<file path="src/cal_cfg.svh">
// Purpose: shared constants of the calibration sequencer and its host.
// Assumes: 100 MHz clk_sys; timing is counted in conversion cycles.
// Notes: definitions only.
`ifndef CAL_CFG_SVH
`define CAL_CFG_SVH

// ************************************************************
// operation-mode field codes
// ************************************************************
`define CAL_MODE_NORMAL 3'h0
`define CAL_MODE_SELF 3'h1
`define CAL_MODE_SYS_OFS 3'h2
`define CAL_MODE_SYS_FS 3'h3
`define CAL_MODE_PSEUDO 3'h4
`define CAL_MODE_BACKGROUND 3'h5

// ************************************************************
// phase lengths in conversion periods
// ************************************************************
`define CAL_PHASE_LEN 3
`define CAL_PHASE_LEN_SLAVE 4
`define CAL_FILL_LEN 3
`define CAL_SETTLE_LEN 1
// background mode delivers one result per this many periods
`define CAL_BG_RATE_DIV 6

// ************************************************************
// timing: conversion period of the configured data rate
// ************************************************************
`define CLK_PERIOD_NS 10
`define CONV_PERIOD_NS 1000
`define CONV_PERIOD_CYC (`CONV_PERIOD_NS / `CLK_PERIOD_NS)

// reset values
`define CAL_REG_RESET 24'h000000

`endif

</file>
<file path="src/cal_pkg.sv">
// Purpose: types shared by both ends of the calibration link.
// Assumes: cal_cfg.svh holds the numeric constants.
// Notes: one-hot state codes are written out.
`include "cal_cfg.svh"
`default_nettype none

package cal_pkg;

	// sampling-capacitor source selection
	typedef enum logic [1:0] {
		CAP_INPUT = 2'h0,
		CAP_SHORT = 2'h1,
		CAP_REF = 2'h2
	} cap_sel_t;

	// device sequencer states
	typedef enum logic [4:0] {
		ST_NORM = 5'h01,
		ST_OFS = 5'h02,
		ST_GAIN = 5'h04,
		ST_FILL = 5'h08,
		ST_SETTLE = 5'h10
	} seq_state_t;

	// host command opcodes
	typedef enum logic [1:0] {
		OP_MODE = 2'h0,
		OP_OFS = 2'h1,
		OP_FS = 2'h2,
		OP_FULL_SYS = 2'h3
	} host_op_t;

	// host states
	typedef enum logic [3:0] {
		H_BOOT = 4'h1,
		H_IDLE = 4'h2,
		H_WAIT_OFS = 4'h4,
		H_FS_WR = 4'h8
	} host_state_t;

endpackage : cal_pkg

`default_nettype wire

</file>
<file path="src/cal_link_if.sv">
// Purpose: link between the host and the calibration sequencer.
// Assumes: both ends run on clk_sys.
// Notes: write strobes are one-cycle pulses from the host.
`default_nettype none

interface cal_link_if #(parameter int W = 24) ();
	// host to device
	logic mode_we;
	logic [2:0] mode_wdata;
	logic ofs_we;
	logic fs_we;
	logic [W-1:0] cal_wdata;
	// device to host
	logic [2:0] operation_mode_field;
	logic [W-1:0] ofs_val;
	logic [W-1:0] fs_val;
	logic result_valid_n;
	logic [W-1:0] result;

	modport device (
		input mode_we, mode_wdata, ofs_we, fs_we, cal_wdata,
		output operation_mode_field, ofs_val, fs_val, result_valid_n, result
	);
	modport host (
		output mode_we, mode_wdata, ofs_we, fs_we, cal_wdata,
		input operation_mode_field, ofs_val, fs_val, result_valid_n, result
	);
endinterface : cal_link_if

`default_nettype wire

</file>
<file path="src/conv_timer.sv">
// Purpose: marks the start of each conversion period.
// Assumes: period given in clk_sys cycles, at least two.
// Notes: tick is high for one cycle per period.
`include "cal_cfg.svh"
`default_nettype none

module conv_timer #(
	parameter int unsigned PERIOD_CYC = `CONV_PERIOD_CYC
) (
	// clock and reset
	input wire logic clk_sys,
	input wire logic rst,
	// period start
	output logic tick
);
	localparam logic [15:0] LAST = 16'(PERIOD_CYC - 1);

	logic [15:0] cnt_q;

	// free-running period counter
	always_ff @(posedge clk_sys or posedge rst) begin
		if (rst) begin
			cnt_q <= 16'h0000;
		end else if (cnt_q == LAST) begin
			cnt_q <= 16'h0000;
		end else begin
			cnt_q <= cnt_q + 16'h0001;
		end
	end

	assign tick = (cnt_q == LAST);

endmodule : conv_timer

`default_nettype wire

</file>
<file path="src/cal_device.sv">
// Purpose: calibration sequencer of a delta-sigma converter.
// Assumes: sample_in holds the filter output of the period just ended.
// Notes: offset correction is subtracted; gain value is passed to the datapath.
`include "cal_cfg.svh"
`default_nettype none

module cal_device
	import cal_pkg::*;
#(
	parameter int W = 24,
	parameter int unsigned PERIOD_CYC = `CONV_PERIOD_CYC
) (
	// clock and reset
	input wire logic clk_sys,
	input wire logic rst,
	// link to the host
	cal_link_if.device link,
	// converter configuration
	input wire logic slave_mode,
	// datapath side
	input wire logic [W-1:0] sample_in,
	output logic conv_start,
	output cap_sel_t cap_sel,
	output logic [W-1:0] corr_ofs,
	output logic [W-1:0] corr_fs
);

	// ************************************************************
	// decoding helpers
	// ************************************************************

	// codes that launch a sequence
	function automatic logic mode_is_cal(input logic [2:0] m);
		mode_is_cal = (m == `CAL_MODE_SELF) || (m == `CAL_MODE_SYS_OFS) ||
			(m == `CAL_MODE_SYS_FS) || (m == `CAL_MODE_PSEUDO) || (m == `CAL_MODE_BACKGROUND);
	endfunction : mode_is_cal

	localparam logic [2:0] LOAD_PHASE = 3'(`CAL_PHASE_LEN - 1);
	localparam logic [2:0] LOAD_SLAVE = 3'(`CAL_PHASE_LEN_SLAVE - 1);
	localparam logic [2:0] LOAD_FILL = 3'(`CAL_FILL_LEN - 1);
	localparam logic [2:0] LOAD_SETTLE = 3'(`CAL_SETTLE_LEN - 1);

	// ************************************************************
	// state
	// ************************************************************
	seq_state_t state_q, state_d;
	cap_sel_t cap_q, cap_d;
	logic [2:0] kind_q, kind_d;
	logic [2:0] mode_q, mode_d;
	logic [2:0] cnt_q, cnt_d;
	logic pend_q, pend_d;
	logic bg_gain_q, bg_gain_d;
	logic rvn_q, rvn_d;
	logic [W-1:0] ofs_q, ofs_d;
	logic [W-1:0] fs_q, fs_d;
	logic [W-1:0] result_q, result_d;
	logic clr_mode;
	logic cap_ofs;
	logic cap_fs;

	// ************************************************************
	// period timing
	// ************************************************************
	logic tick;

	conv_timer #(.PERIOD_CYC(PERIOD_CYC)) u_timer (
		.clk_sys(clk_sys),
		.rst(rst),
		.tick(tick)
	);

	// first phase length of a new sequence
	wire logic [2:0] first_load = slave_mode ? LOAD_SLAVE : LOAD_PHASE;
	wire logic last = (cnt_q == 3'h0);

	// ************************************************************
	// mode field and pending start
	// ************************************************************

	// a host write made as the sequence ends still lands: write beats the clear
	always_comb begin
		if (link.mode_we) begin
			mode_d = link.mode_wdata;
		end else if (clr_mode) begin
			mode_d = `CAL_MODE_NORMAL;
		end else begin
			mode_d = mode_q;
		end
	end

	// a write takes effect at the next period boundary
	always_comb begin
		if (link.mode_we) begin
			pend_d = 1'b1;
		end else if (tick) begin
			pend_d = 1'b0;
		end else begin
			pend_d = pend_q;
		end
	end

	// ************************************************************
	// sequencer, advances only on period ticks
	// ************************************************************
	always_comb begin
		state_d = state_q;
		cap_d = cap_q;
		kind_d = kind_q;
		cnt_d = cnt_q;
		bg_gain_d = bg_gain_q;
		rvn_d = rvn_q;
		clr_mode = 1'b0;
		cap_ofs = 1'b0;
		cap_fs = 1'b0;
		if (tick) begin
			rvn_d = 1'b1;
			if (pend_q) begin
				kind_d = mode_q;
				cnt_d = first_load;
				bg_gain_d = 1'b0;
				case (mode_q)
					`CAL_MODE_SELF: begin
						state_d = ST_OFS;
						cap_d = CAP_SHORT;
					end
					`CAL_MODE_SYS_OFS: begin
						state_d = ST_OFS;
						cap_d = CAP_INPUT;
					end
					`CAL_MODE_SYS_FS: begin
						state_d = ST_GAIN;
						cap_d = CAP_INPUT;
					end
					`CAL_MODE_PSEUDO: begin
						state_d = ST_OFS;
						cap_d = CAP_INPUT;
					end
					`CAL_MODE_BACKGROUND: begin
						state_d = ST_OFS;
						cap_d = CAP_SHORT;
					end
					default: begin
						// normal or unsupported code: plain conversions
						state_d = ST_NORM;
						cap_d = CAP_INPUT;
					end
				endcase
			end else begin
				case (state_q)
					ST_NORM: begin
						rvn_d = mode_is_cal(mode_q);
					end
					ST_OFS: begin
						if (!last) begin
							cnt_d = cnt_q - 3'h1;
						end else begin
							cap_ofs = 1'b1;
							case (kind_q)
								`CAL_MODE_SYS_OFS: begin
									clr_mode = 1'b1;
									state_d = ST_SETTLE;
									cnt_d = LOAD_SETTLE;
								end
								`CAL_MODE_BACKGROUND: begin
									state_d = ST_FILL;
									cap_d = CAP_INPUT;
									cnt_d = LOAD_FILL;
									bg_gain_d = 1'b1;
								end
								default: begin
									state_d = ST_GAIN;
									cap_d = CAP_REF;
									cnt_d = LOAD_PHASE;
								end
							endcase
						end
					end
					ST_GAIN: begin
						if (!last) begin
							cnt_d = cnt_q - 3'h1;
						end else begin
							cap_fs = 1'b1;
							cap_d = CAP_INPUT;
							case (kind_q)
								`CAL_MODE_SYS_FS: begin
									clr_mode = 1'b1;
									state_d = ST_SETTLE;
									cnt_d = LOAD_SETTLE;
								end
								`CAL_MODE_BACKGROUND: begin
									state_d = ST_FILL;
									cnt_d = LOAD_FILL;
								end
								default: begin
									clr_mode = 1'b1;
									state_d = ST_FILL;
									cnt_d = LOAD_FILL;
								end
							endcase
						end
					end
					ST_FILL: begin
						if (!last) begin
							cnt_d = cnt_q - 3'h1;
						end else if (kind_q == `CAL_MODE_BACKGROUND) begin
							// valid period overlaps the next calibration phase
							rvn_d = 1'b0;
							cnt_d = LOAD_PHASE;
							if (bg_gain_q) begin
								state_d = ST_GAIN;
								cap_d = CAP_REF;
								bg_gain_d = 1'b0;
							end else begin
								state_d = ST_OFS;
								cap_d = CAP_SHORT;
							end
						end else begin
							state_d = ST_NORM;
							rvn_d = 1'b0;
						end
					end
					ST_SETTLE: begin
						if (!last) begin
							cnt_d = cnt_q - 3'h1;
						end else begin
							state_d = ST_NORM;
							rvn_d = 1'b0;
						end
					end
					default: begin
						state_d = ST_NORM;
						cap_d = CAP_INPUT;
					end
				endcase
			end
		end
	end

	// ************************************************************
	// calibration registers and corrected result
	// ************************************************************

	// the sequencer's own capture beats a host write in the same cycle
	assign ofs_d = cap_ofs ? sample_in : (link.ofs_we ? link.cal_wdata : ofs_q);
	assign fs_d = cap_fs ? sample_in : (link.fs_we ? link.cal_wdata : fs_q);
	// offset applied to every conversion; gain goes out on corr_fs
	assign result_d = tick ? W'(sample_in - ofs_q) : result_q;

	// ************************************************************
	// registers
	// ************************************************************
	always_ff @(posedge clk_sys or posedge rst) begin
		if (rst) begin
			state_q <= ST_NORM;
			cap_q <= CAP_INPUT;
			kind_q <= `CAL_MODE_NORMAL;
			mode_q <= `CAL_MODE_NORMAL;
			cnt_q <= 3'h0;
			pend_q <= 1'b0;
			bg_gain_q <= 1'b0;
			rvn_q <= 1'b1;
		end else begin
			state_q <= state_d;
			cap_q <= cap_d;
			kind_q <= kind_d;
			mode_q <= mode_d;
			cnt_q <= cnt_d;
			pend_q <= pend_d;
			bg_gain_q <= bg_gain_d;
			rvn_q <= rvn_d;
		end
	end

	// datapath words
	always_ff @(posedge clk_sys or posedge rst) begin
		if (rst) begin
			ofs_q <= W'(`CAL_REG_RESET);
			fs_q <= W'(`CAL_REG_RESET);
			result_q <= W'(`CAL_REG_RESET);
		end else begin
			ofs_q <= ofs_d;
			fs_q <= fs_d;
			result_q <= result_d;
		end
	end

	// ************************************************************
	// outputs
	// ************************************************************
	assign link.operation_mode_field = mode_q;
	assign link.ofs_val = ofs_q;
	assign link.fs_val = fs_q;
	assign link.result_valid_n = rvn_q;
	assign link.result = result_q;
	assign conv_start = tick;
	assign cap_sel = cap_q;
	assign corr_ofs = ofs_q;
	assign corr_fs = fs_q;

endmodule : cal_device

`default_nettype wire

</file>
<file path="src/flat_wrapper.sv">
// flat-port wrapper written by rule: the top's interface ports become plain ports
module cal_device_flat import cal_pkg::*;
#(
	parameter int W = 24,
	parameter int unsigned PERIOD_CYC = `CONV_PERIOD_CYC
)
  (clk_sys, rst, slave_mode, sample_in, conv_start, cap_sel, corr_ofs, corr_fs, link_mode_we, link_mode_wdata, link_ofs_we, link_fs_we, link_cal_wdata, link_operation_mode_field, link_ofs_val, link_fs_val, link_result_valid_n, link_result);
  cal_link_if #(.W(W)) link_i ();
  input wire logic clk_sys;
  input wire logic rst;
  input wire logic slave_mode;
  input wire logic [W-1:0] sample_in;
  output logic conv_start;
  output cap_sel_t cap_sel;
  output logic [W-1:0] corr_ofs;
  output logic [W-1:0] corr_fs;
  input wire logic [$bits(link_i.mode_we)-1:0] link_mode_we;
  input wire logic [$bits(link_i.mode_wdata)-1:0] link_mode_wdata;
  input wire logic [$bits(link_i.ofs_we)-1:0] link_ofs_we;
  input wire logic [$bits(link_i.fs_we)-1:0] link_fs_we;
  input wire logic [$bits(link_i.cal_wdata)-1:0] link_cal_wdata;
  output wire logic [$bits(link_i.operation_mode_field)-1:0] link_operation_mode_field;
  output wire logic [$bits(link_i.ofs_val)-1:0] link_ofs_val;
  output wire logic [$bits(link_i.fs_val)-1:0] link_fs_val;
  output wire logic [$bits(link_i.result_valid_n)-1:0] link_result_valid_n;
  output wire logic [$bits(link_i.result)-1:0] link_result;
  assign link_i.mode_we = link_mode_we;
  assign link_i.mode_wdata = link_mode_wdata;
  assign link_i.ofs_we = link_ofs_we;
  assign link_i.fs_we = link_fs_we;
  assign link_i.cal_wdata = link_cal_wdata;
  assign link_operation_mode_field = link_i.operation_mode_field;
  assign link_ofs_val = link_i.ofs_val;
  assign link_fs_val = link_i.fs_val;
  assign link_result_valid_n = link_i.result_valid_n;
  assign link_result = link_i.result;
  cal_device #(.W(W), .PERIOD_CYC(PERIOD_CYC)) u_core (.clk_sys(clk_sys), .rst(rst), .link(link_i), .slave_mode(slave_mode), .sample_in(sample_in), .conv_start(conv_start), .cap_sel(cap_sel), .corr_ofs(corr_ofs), .corr_fs(corr_fs));
endmodule
</file>
<file path="config.mk">
export PLATFORM = sky130hd
export DESIGN_NAME = cal_device_flat
export DESIGN_NICKNAME = d
export VERILOG_FILES = /design/src/cal_pkg.sv /design/src/cal_link_if.sv /design/src/conv_timer.sv /design/src/cal_device.sv /design/src/flat_wrapper.sv
export VERILOG_INCLUDE_DIRS = /design/src
export SDC_FILE = /design/constraint.sdc
export NUM_CORES = 1
export LEC_CHECK = 0
export BUFFER_PORTS_ARGS = -buffer_cell sky130_fd_sc_hd__buf_2
export CORE_ASPECT_RATIO = 1.2
export CORE_UTILIZATION = 50
export DETAILED_ROUTE_END_ITERATION = 10
export GPL_ROUTABILITY_DRIVEN = 0
export PLACE_DENSITY = 0.85
export SYNTH_ARGS = -nofsm -noshare
export SYNTH_HDL_FRONTEND = slang
export SYNTH_SLANG_ARGS = --single-unit
</file>
<file path="constraint.sdc">
create_clock -name clk_sys -period 6.5 [get_ports clk_sys]
set_input_delay 0.325 -clock clk_sys [delete_from_list [all_inputs] [get_ports clk_sys]]
set_output_delay 0.325 -clock clk_sys [all_outputs]
set_load 0.05 [all_outputs]
</file>
=== Yosys cells after proc, flatten, opt, wreduce, memory -nomap -nowiden ===
Index checks and enable logic that the tools add are counted.

* Register bits after elaboration: 107
* Input port bits: 57
* Output and inout port bits: 127
* Word-level logic and storage cells: 122

* Add/sub/neg operators: 3
* Equal/unequal tests: 25
* Mux-type cells: 62
* Reduce and logical (&&, ||, !) cells: 20

{| class="wikitable"
|+ Operators by type and width
! operator !! count
|-
| two-way mux 24 bit || 4
|-
| two-way mux 3 bit || 10
|-
| two-way mux 5 bit || 6
|-
| case mux 5 bit (5 select lines) || 1
|-
| two-way mux 1 bit || 24
|-
| subtractor 24 bit || 1
|-
| inequality test 3 x 1 -> 1 bit (second input constant) || 6
|-
| adder 16 x 1 -> 16 bit (second input constant) || 1
|-
| equality test 16 x 7 -> 1 bit (second input constant) || 1
|-
| two-way mux 16 bit || 1
|-
| two-way mux 2 bit || 8
|-
| equality test 3 x 2 -> 1 bit (second input constant) || 4
|-
| case mux 3 bit (4 select lines) || 1
|-
| AND reduction 6 bit || 2
|-
| case mux 5 bit (2 select lines) || 1
|-
| equality test 3 bit (second input constant) || 3
|-
| case mux 2 bit (4 select lines) || 1
|-
| nonzero test 2 bit || 4
|-
| AND reduction 7 bit || 1
|-
| inequality test 3 x 2 -> 1 bit (second input constant) || 2
|-
| case mux 1 bit (2 select lines) || 3
|-
| case mux 3 bit (2 select lines) || 1
|-
| OR reduction 2 bit || 3
|-
| equality test 5 x 1 -> 1 bit (second input constant) || 1
|-
| other kinds (16) || 20
|}

=== Logic depth before layout (Yosys ltp) ===
* Depth after elaboration: 8
* Gate-level depth with buffers: 9
* Mapped depth without buffers: 9

=== Cells and area by module ===
Synthesis repeated with hierarchy kept, for this count alone.

* Cells, all modules: 765
* Area, all modules: 6,972.9 µm²

{| class="wikitable"
|+ By module, submodules not included
! module !! times used !! cells an instance !! area an instance (µm²) !! seq. area each (µm²)
|-
| cal_device || 1 || 696 || 6,188.4 || 2,279.7
|-
| conv_timer || 1 || 69 || 784.5 || 400.4
|}

=== Worst setup path after synthesis ===
No wires, ideal clock.

* Kind: flip-flop to flip-flop
* From: register u_core.ofs_q[7] (netlist: u_core.corr_ofs[7])
* To: register u_core.result_q[16] (netlist: u_core.link.result[16])
* Setup time: 124 ps
* Arrival time: 2,335 ps
* Required time: 6,376 ps
* Setup slack: 4,041 ps
* Cell stages (with the launch flop): 9
* Path buffers: 0
* Clock period less this slack: 2,459 ps
* Path through: dfrtp_1 -> inv_1 -> ha_1 -> a21o_1 -> a211oi_1 -> a21o_1 -> a21oi_1 -> o211a_1 -> a211o_1

* Longest elaborated chain between the ends: 1

{| class="wikitable"
|+ Ends and longest elaborated chain
! item !! RTL line !! text
|-
| start, declared || cal_device.sv:54 || <nowiki>logic [W-1:0] ofs_q, ofs_d;</nowiki>
|-
| start signal, assigned || cal_device.sv:277 || <nowiki>ofs_q <= W'(`CAL_REG_RESET);</nowiki>
|-
| start signal, assigned || cal_device.sv:281 || <nowiki>ofs_q <= ofs_d;</nowiki>
|-
| subtractor 24 bit || cal_device.sv:247 || <nowiki>assign result_d = tick ? W'(sample_in - ofs_q) : result_q;</nowiki>
|-
| end signal, assigned || cal_device.sv:279 || <nowiki>result_q <= W'(`CAL_REG_RESET);</nowiki>
|-
| end signal, assigned || cal_device.sv:283 || <nowiki>result_q <= result_d;</nowiki>
|-
| end, declared || cal_device.sv:56 || <nowiki>logic [W-1:0] result_q, result_d;</nowiki>
|}

No other way between the ends.
A chain may end at the register's enable or synchronous reset.

=== Final worst setup path ===
* From: register u_core.u_timer.cnt_q[0]
* To: output port conv_start

* Longest elaborated chain between the ends: 1

{| class="wikitable"
|+ Ends and longest elaborated chain
! item !! RTL line !! text
|-
| start, declared || conv_timer.sv:18 || <nowiki>logic [15:0] cnt_q;</nowiki>
|-
| start signal, assigned || conv_timer.sv:27 || <nowiki>cnt_q <= cnt_q + 16'h0001;</nowiki>
|-
| equality test 16 x 7 -> 1 bit || conv_timer.sv:31 || <nowiki>assign tick = (cnt_q == LAST);</nowiki>
|-
| end, declared || flat_wrapper.sv:13 || <nowiki>output logic conv_start;</nowiki>
|}

No other way between the ends.

==> impl_metrics.py <==
metrics = {
    "synthesis": {
        "syn-num-nets": 836,
        "synth.area.top_cells": "dfrtp_1 (39%), mux2i_1 (7.4%), a21oi_1 (5.8%), buf_4 (5.8%), ha_1 (4.8%)",
        "yosys-top-cells-count": "dfrtp_1 (105), nor2_1 (81), a21oi_1 (79), nand2_1 (67), buf_4 (52)",
        "syn_area_per_cell_um2": 8.99,
        "yosysMostFrequentCell": "dfrtp_1",
        "synth_top_area_cell": "dfrtp_1",
        "ys_warn_count": 0,
        "ys_ff_latch": 107,
        "seq_area_frac_synth": 0.396,
        "syn_area_um2": 6760,
        "synth.top_cell.area_share": 0.389,
        "synth_cells": 752,
        "synth-edff-count": 0,
        "synth_flop_cell": "dfrtp_1",
        "ys_types": 69,
        "ys_async_sr_fraction": 1.00,
    },
    "pwr": {
        "power_density_nw_per_um2": 246,
        "leakage_nw": 3.84,
        "peakVddDrop_v": 0.000151,
    },
    "worst_setup_path": {
        "worst_ep_arrival_time_ns": 2.33,
        "cp.required_ns": 6.17,
        "worstRegToRegCells": 8,
        "path_class": "reg -> out",
        "r2r_setup_slack_ns": 4.02,
        "cp-end-kind": "output pin",
        "cp_max_fo": 20,
        "cp-startpoint": "u_core.u_timer.cnt_q[0]",
        "rr_endpoint": "u_core.link.result[17]",
        "cp-start-kind": "flip-flop",
        "r2r_start": "u_core.corr_ofs[6]",
    },
    "die": {
        "rows": 46,
        "dieArea_um2": 14000,
        "io_pins": 184,
        "die_w_um": 108,
        "core_area_um2": 13200,
        "die_y_um": 129,
        "initial_core_util": 0.513,
    },
    "global_route": {
        "grt_antenna_before_repair": 1,
        "grt_pass1_wl_mm": 26.0,
        "grt_max_degree": 69,
        "grt_usage": 0.235,
        "grt_pass1_vias": 5230,
        "globalRouteOverflowTotal": 0,
    },
    "detailed_routing": {
        "m1WireLength_mm": 6.96,
        "vias": 5721,
        "vias_per_cell": 5.50,
        "wl_per_cell_um": 15.6,
        "drt_iter0_drc": 397,
        "ant_nets": 0,
        "route.met3.wl_um": 948,
        "drt_pass1_iterations": 5,
        "drcViolationCount": 0,
        "highest_layer": "met4",
        "met2_length_mm": 8.11,
        "totalWireLength_mm": 16.3,
    },
    "cells_and_area": {
        "num-fill-cells": 1111,
        "synthToLayoutAreaGrowth_pct": 14.2,
        "finish.instance_area_um2": 7720,
        "multi_input_area_um2": 3410,
        "drive_gt1_frac": 0.257,
        "regArea_um2": 2680,
        "final_nets": 950,
    },
    "cts": {
        "cts_hold_buf": 0,
        "clk_pin_slew_ns": 0.07,
        "clk_path_buf_depth": 2,
        "cts-root-buf": "clkbuf_16",
        "cts-buffers-inserted": 9,
        "cts_tree": "built",
        "cts_htree_levels": 3,
        "clk-insertion-delay-late_ns": 0.36,
        "cts_num_sinks": 107,
        "post_cts_buffers": 0,
        "cts_resized": 0,
    },
    "timing": {
        "final.period_utilization": 0.408,
        "hold_viol_final": 0,
        "clock.fmax_mhz": 377,
        "timing.slew.headroom": 0.436,
        "tightest_slew_ns": 0.847,
        "slew_viol_final": 0,
        "finalSetupTns_ns": 0,
        "finClkSkew_ns": 0.0151,
        "setup_viol": 0,
        "period_minus_slack_ns": 2.65,
        "rsz0062_at_grt": "false",
    },
    "placement": {
        "port_buffers": 183,
        "place_area_um2": 7390,
        "place_hpwl_mm": 12.1,
    },
    "min_path": {
        "min_path_type": "in -> async",
    },
    "run_status": {
        "status": "complete, no violations",
    },
    "job": {
        "drv_cap": 0,
    },
}
-- sequential cells by signal, indices dropped and copies added, names as in the netlist, 2 cells and up --
signal                            flops
u_core.cap_sel                        2
u_core.cnt_q                          3
u_core.corr_fs                       24
u_core.corr_ofs                      24
u_core.kind_q                         3
u_core.link.operation_mode_field      3
u_core.link.result                   24
u_core.state_q                        5
u_core.u_timer.cnt_q                 16
-- layout by cell type (no fill, tap or decap), drive strengths merged, types with 5 or more instances in the layout --
| cell type | count |
|---|---|
| nor4 | 6 |
| xnor2 | 17 |
| a31oi | 8 |
| nand3 | 12 |
| mux2 | 7 |
| o21ai | 41 |
| nor2b | 5 |
| o31ai | 9 |
| nor3 | 9 |
| nor2 | 81 |
| nand2b | 6 |
| clkbuf | 11 |
| ha | 26 |
| mux2i | 50 |
| o21a | 6 |
| a211oi | 5 |
| a21o | 9 |
| buf | 187 |
| inv | 40 |
| and3 | 11 |
| nand2 | 67 |
| dfrtp | 105 |
| xor2 | 12 |
| a21oi | 79 |
-- report_power, final --
group	switching, mW	internal [mW]	total (mW)
clock	0.252	0.351	0.603
sequential	0.0296	0.697	0.727
combinational	0.415	0.156	0.571
total	0.697	1.20	1.90
-- critical path, stage by stage, from the launching register on --
cell and delay, ns:
dfrtp_1 0.38, ha_1 0.24, and4bb_2 0.26, nand4_2 0.12, inv_1 0.58, buf_2 0.40
-- through the flow --
step                hold WS (ns)  setup WS [ns]  total power, mW  cells  utilization
floorplan                  0.417           3.36             1.21    752            -
detailed placement         0.406           4.07             1.31   1023        0.561
CTS                       0.0310           3.85             1.91   1039        0.586
global placement           0.403           4.08             1.30   1023        0.561
global route              0.0465           3.75             1.98   1040        0.586
finish                    0.0153           3.85             1.90   1040        0.586
-- layout make-up --
type                       count  share of cell area
clock inverter                 5              0.0110
tap                          168              0.0272
clock buffer                  11              0.0314
multi-input combinational    522               0.441
sequential                   107               0.347
inverter                      39              0.0193
antenna                        1            0.000324
timing repair buffer         187               0.122
-- how the worst max path moves through the flow --
stage | to | slack, ns | depth (start not counted)
CTS | conv_start | 3.85 | 5
floorplan | u_core.bg_gain_q | 3.36 | 1
global placement | u_core.link.result[17] | 4.08 | 8
detailed placement | u_core.link.result[17] | 4.07 | 8
global route | conv_start | 3.75 | 5
finish | conv_start | 3.85 | 5
-- routing by layer --
layer  track usage  vias to the layer above
li1              -                     2818
met1         0.301                     2684
met2         0.393                      198
met3        0.0468                       21
met4        0.0814                        0
met5             0                        -
-- cell families after synthesis --
group | share of synthesized area
xor gates and xnor gates | 0.0376
DFF | 0.396
muxes | 0.0857
AOI/OAI and AO/OA | 0.181
adders and majority gates | 0.0511
and+or+nand+nor | 0.149
buffers and inverters | 0.0996
Power figures use the tool's default switching activity.
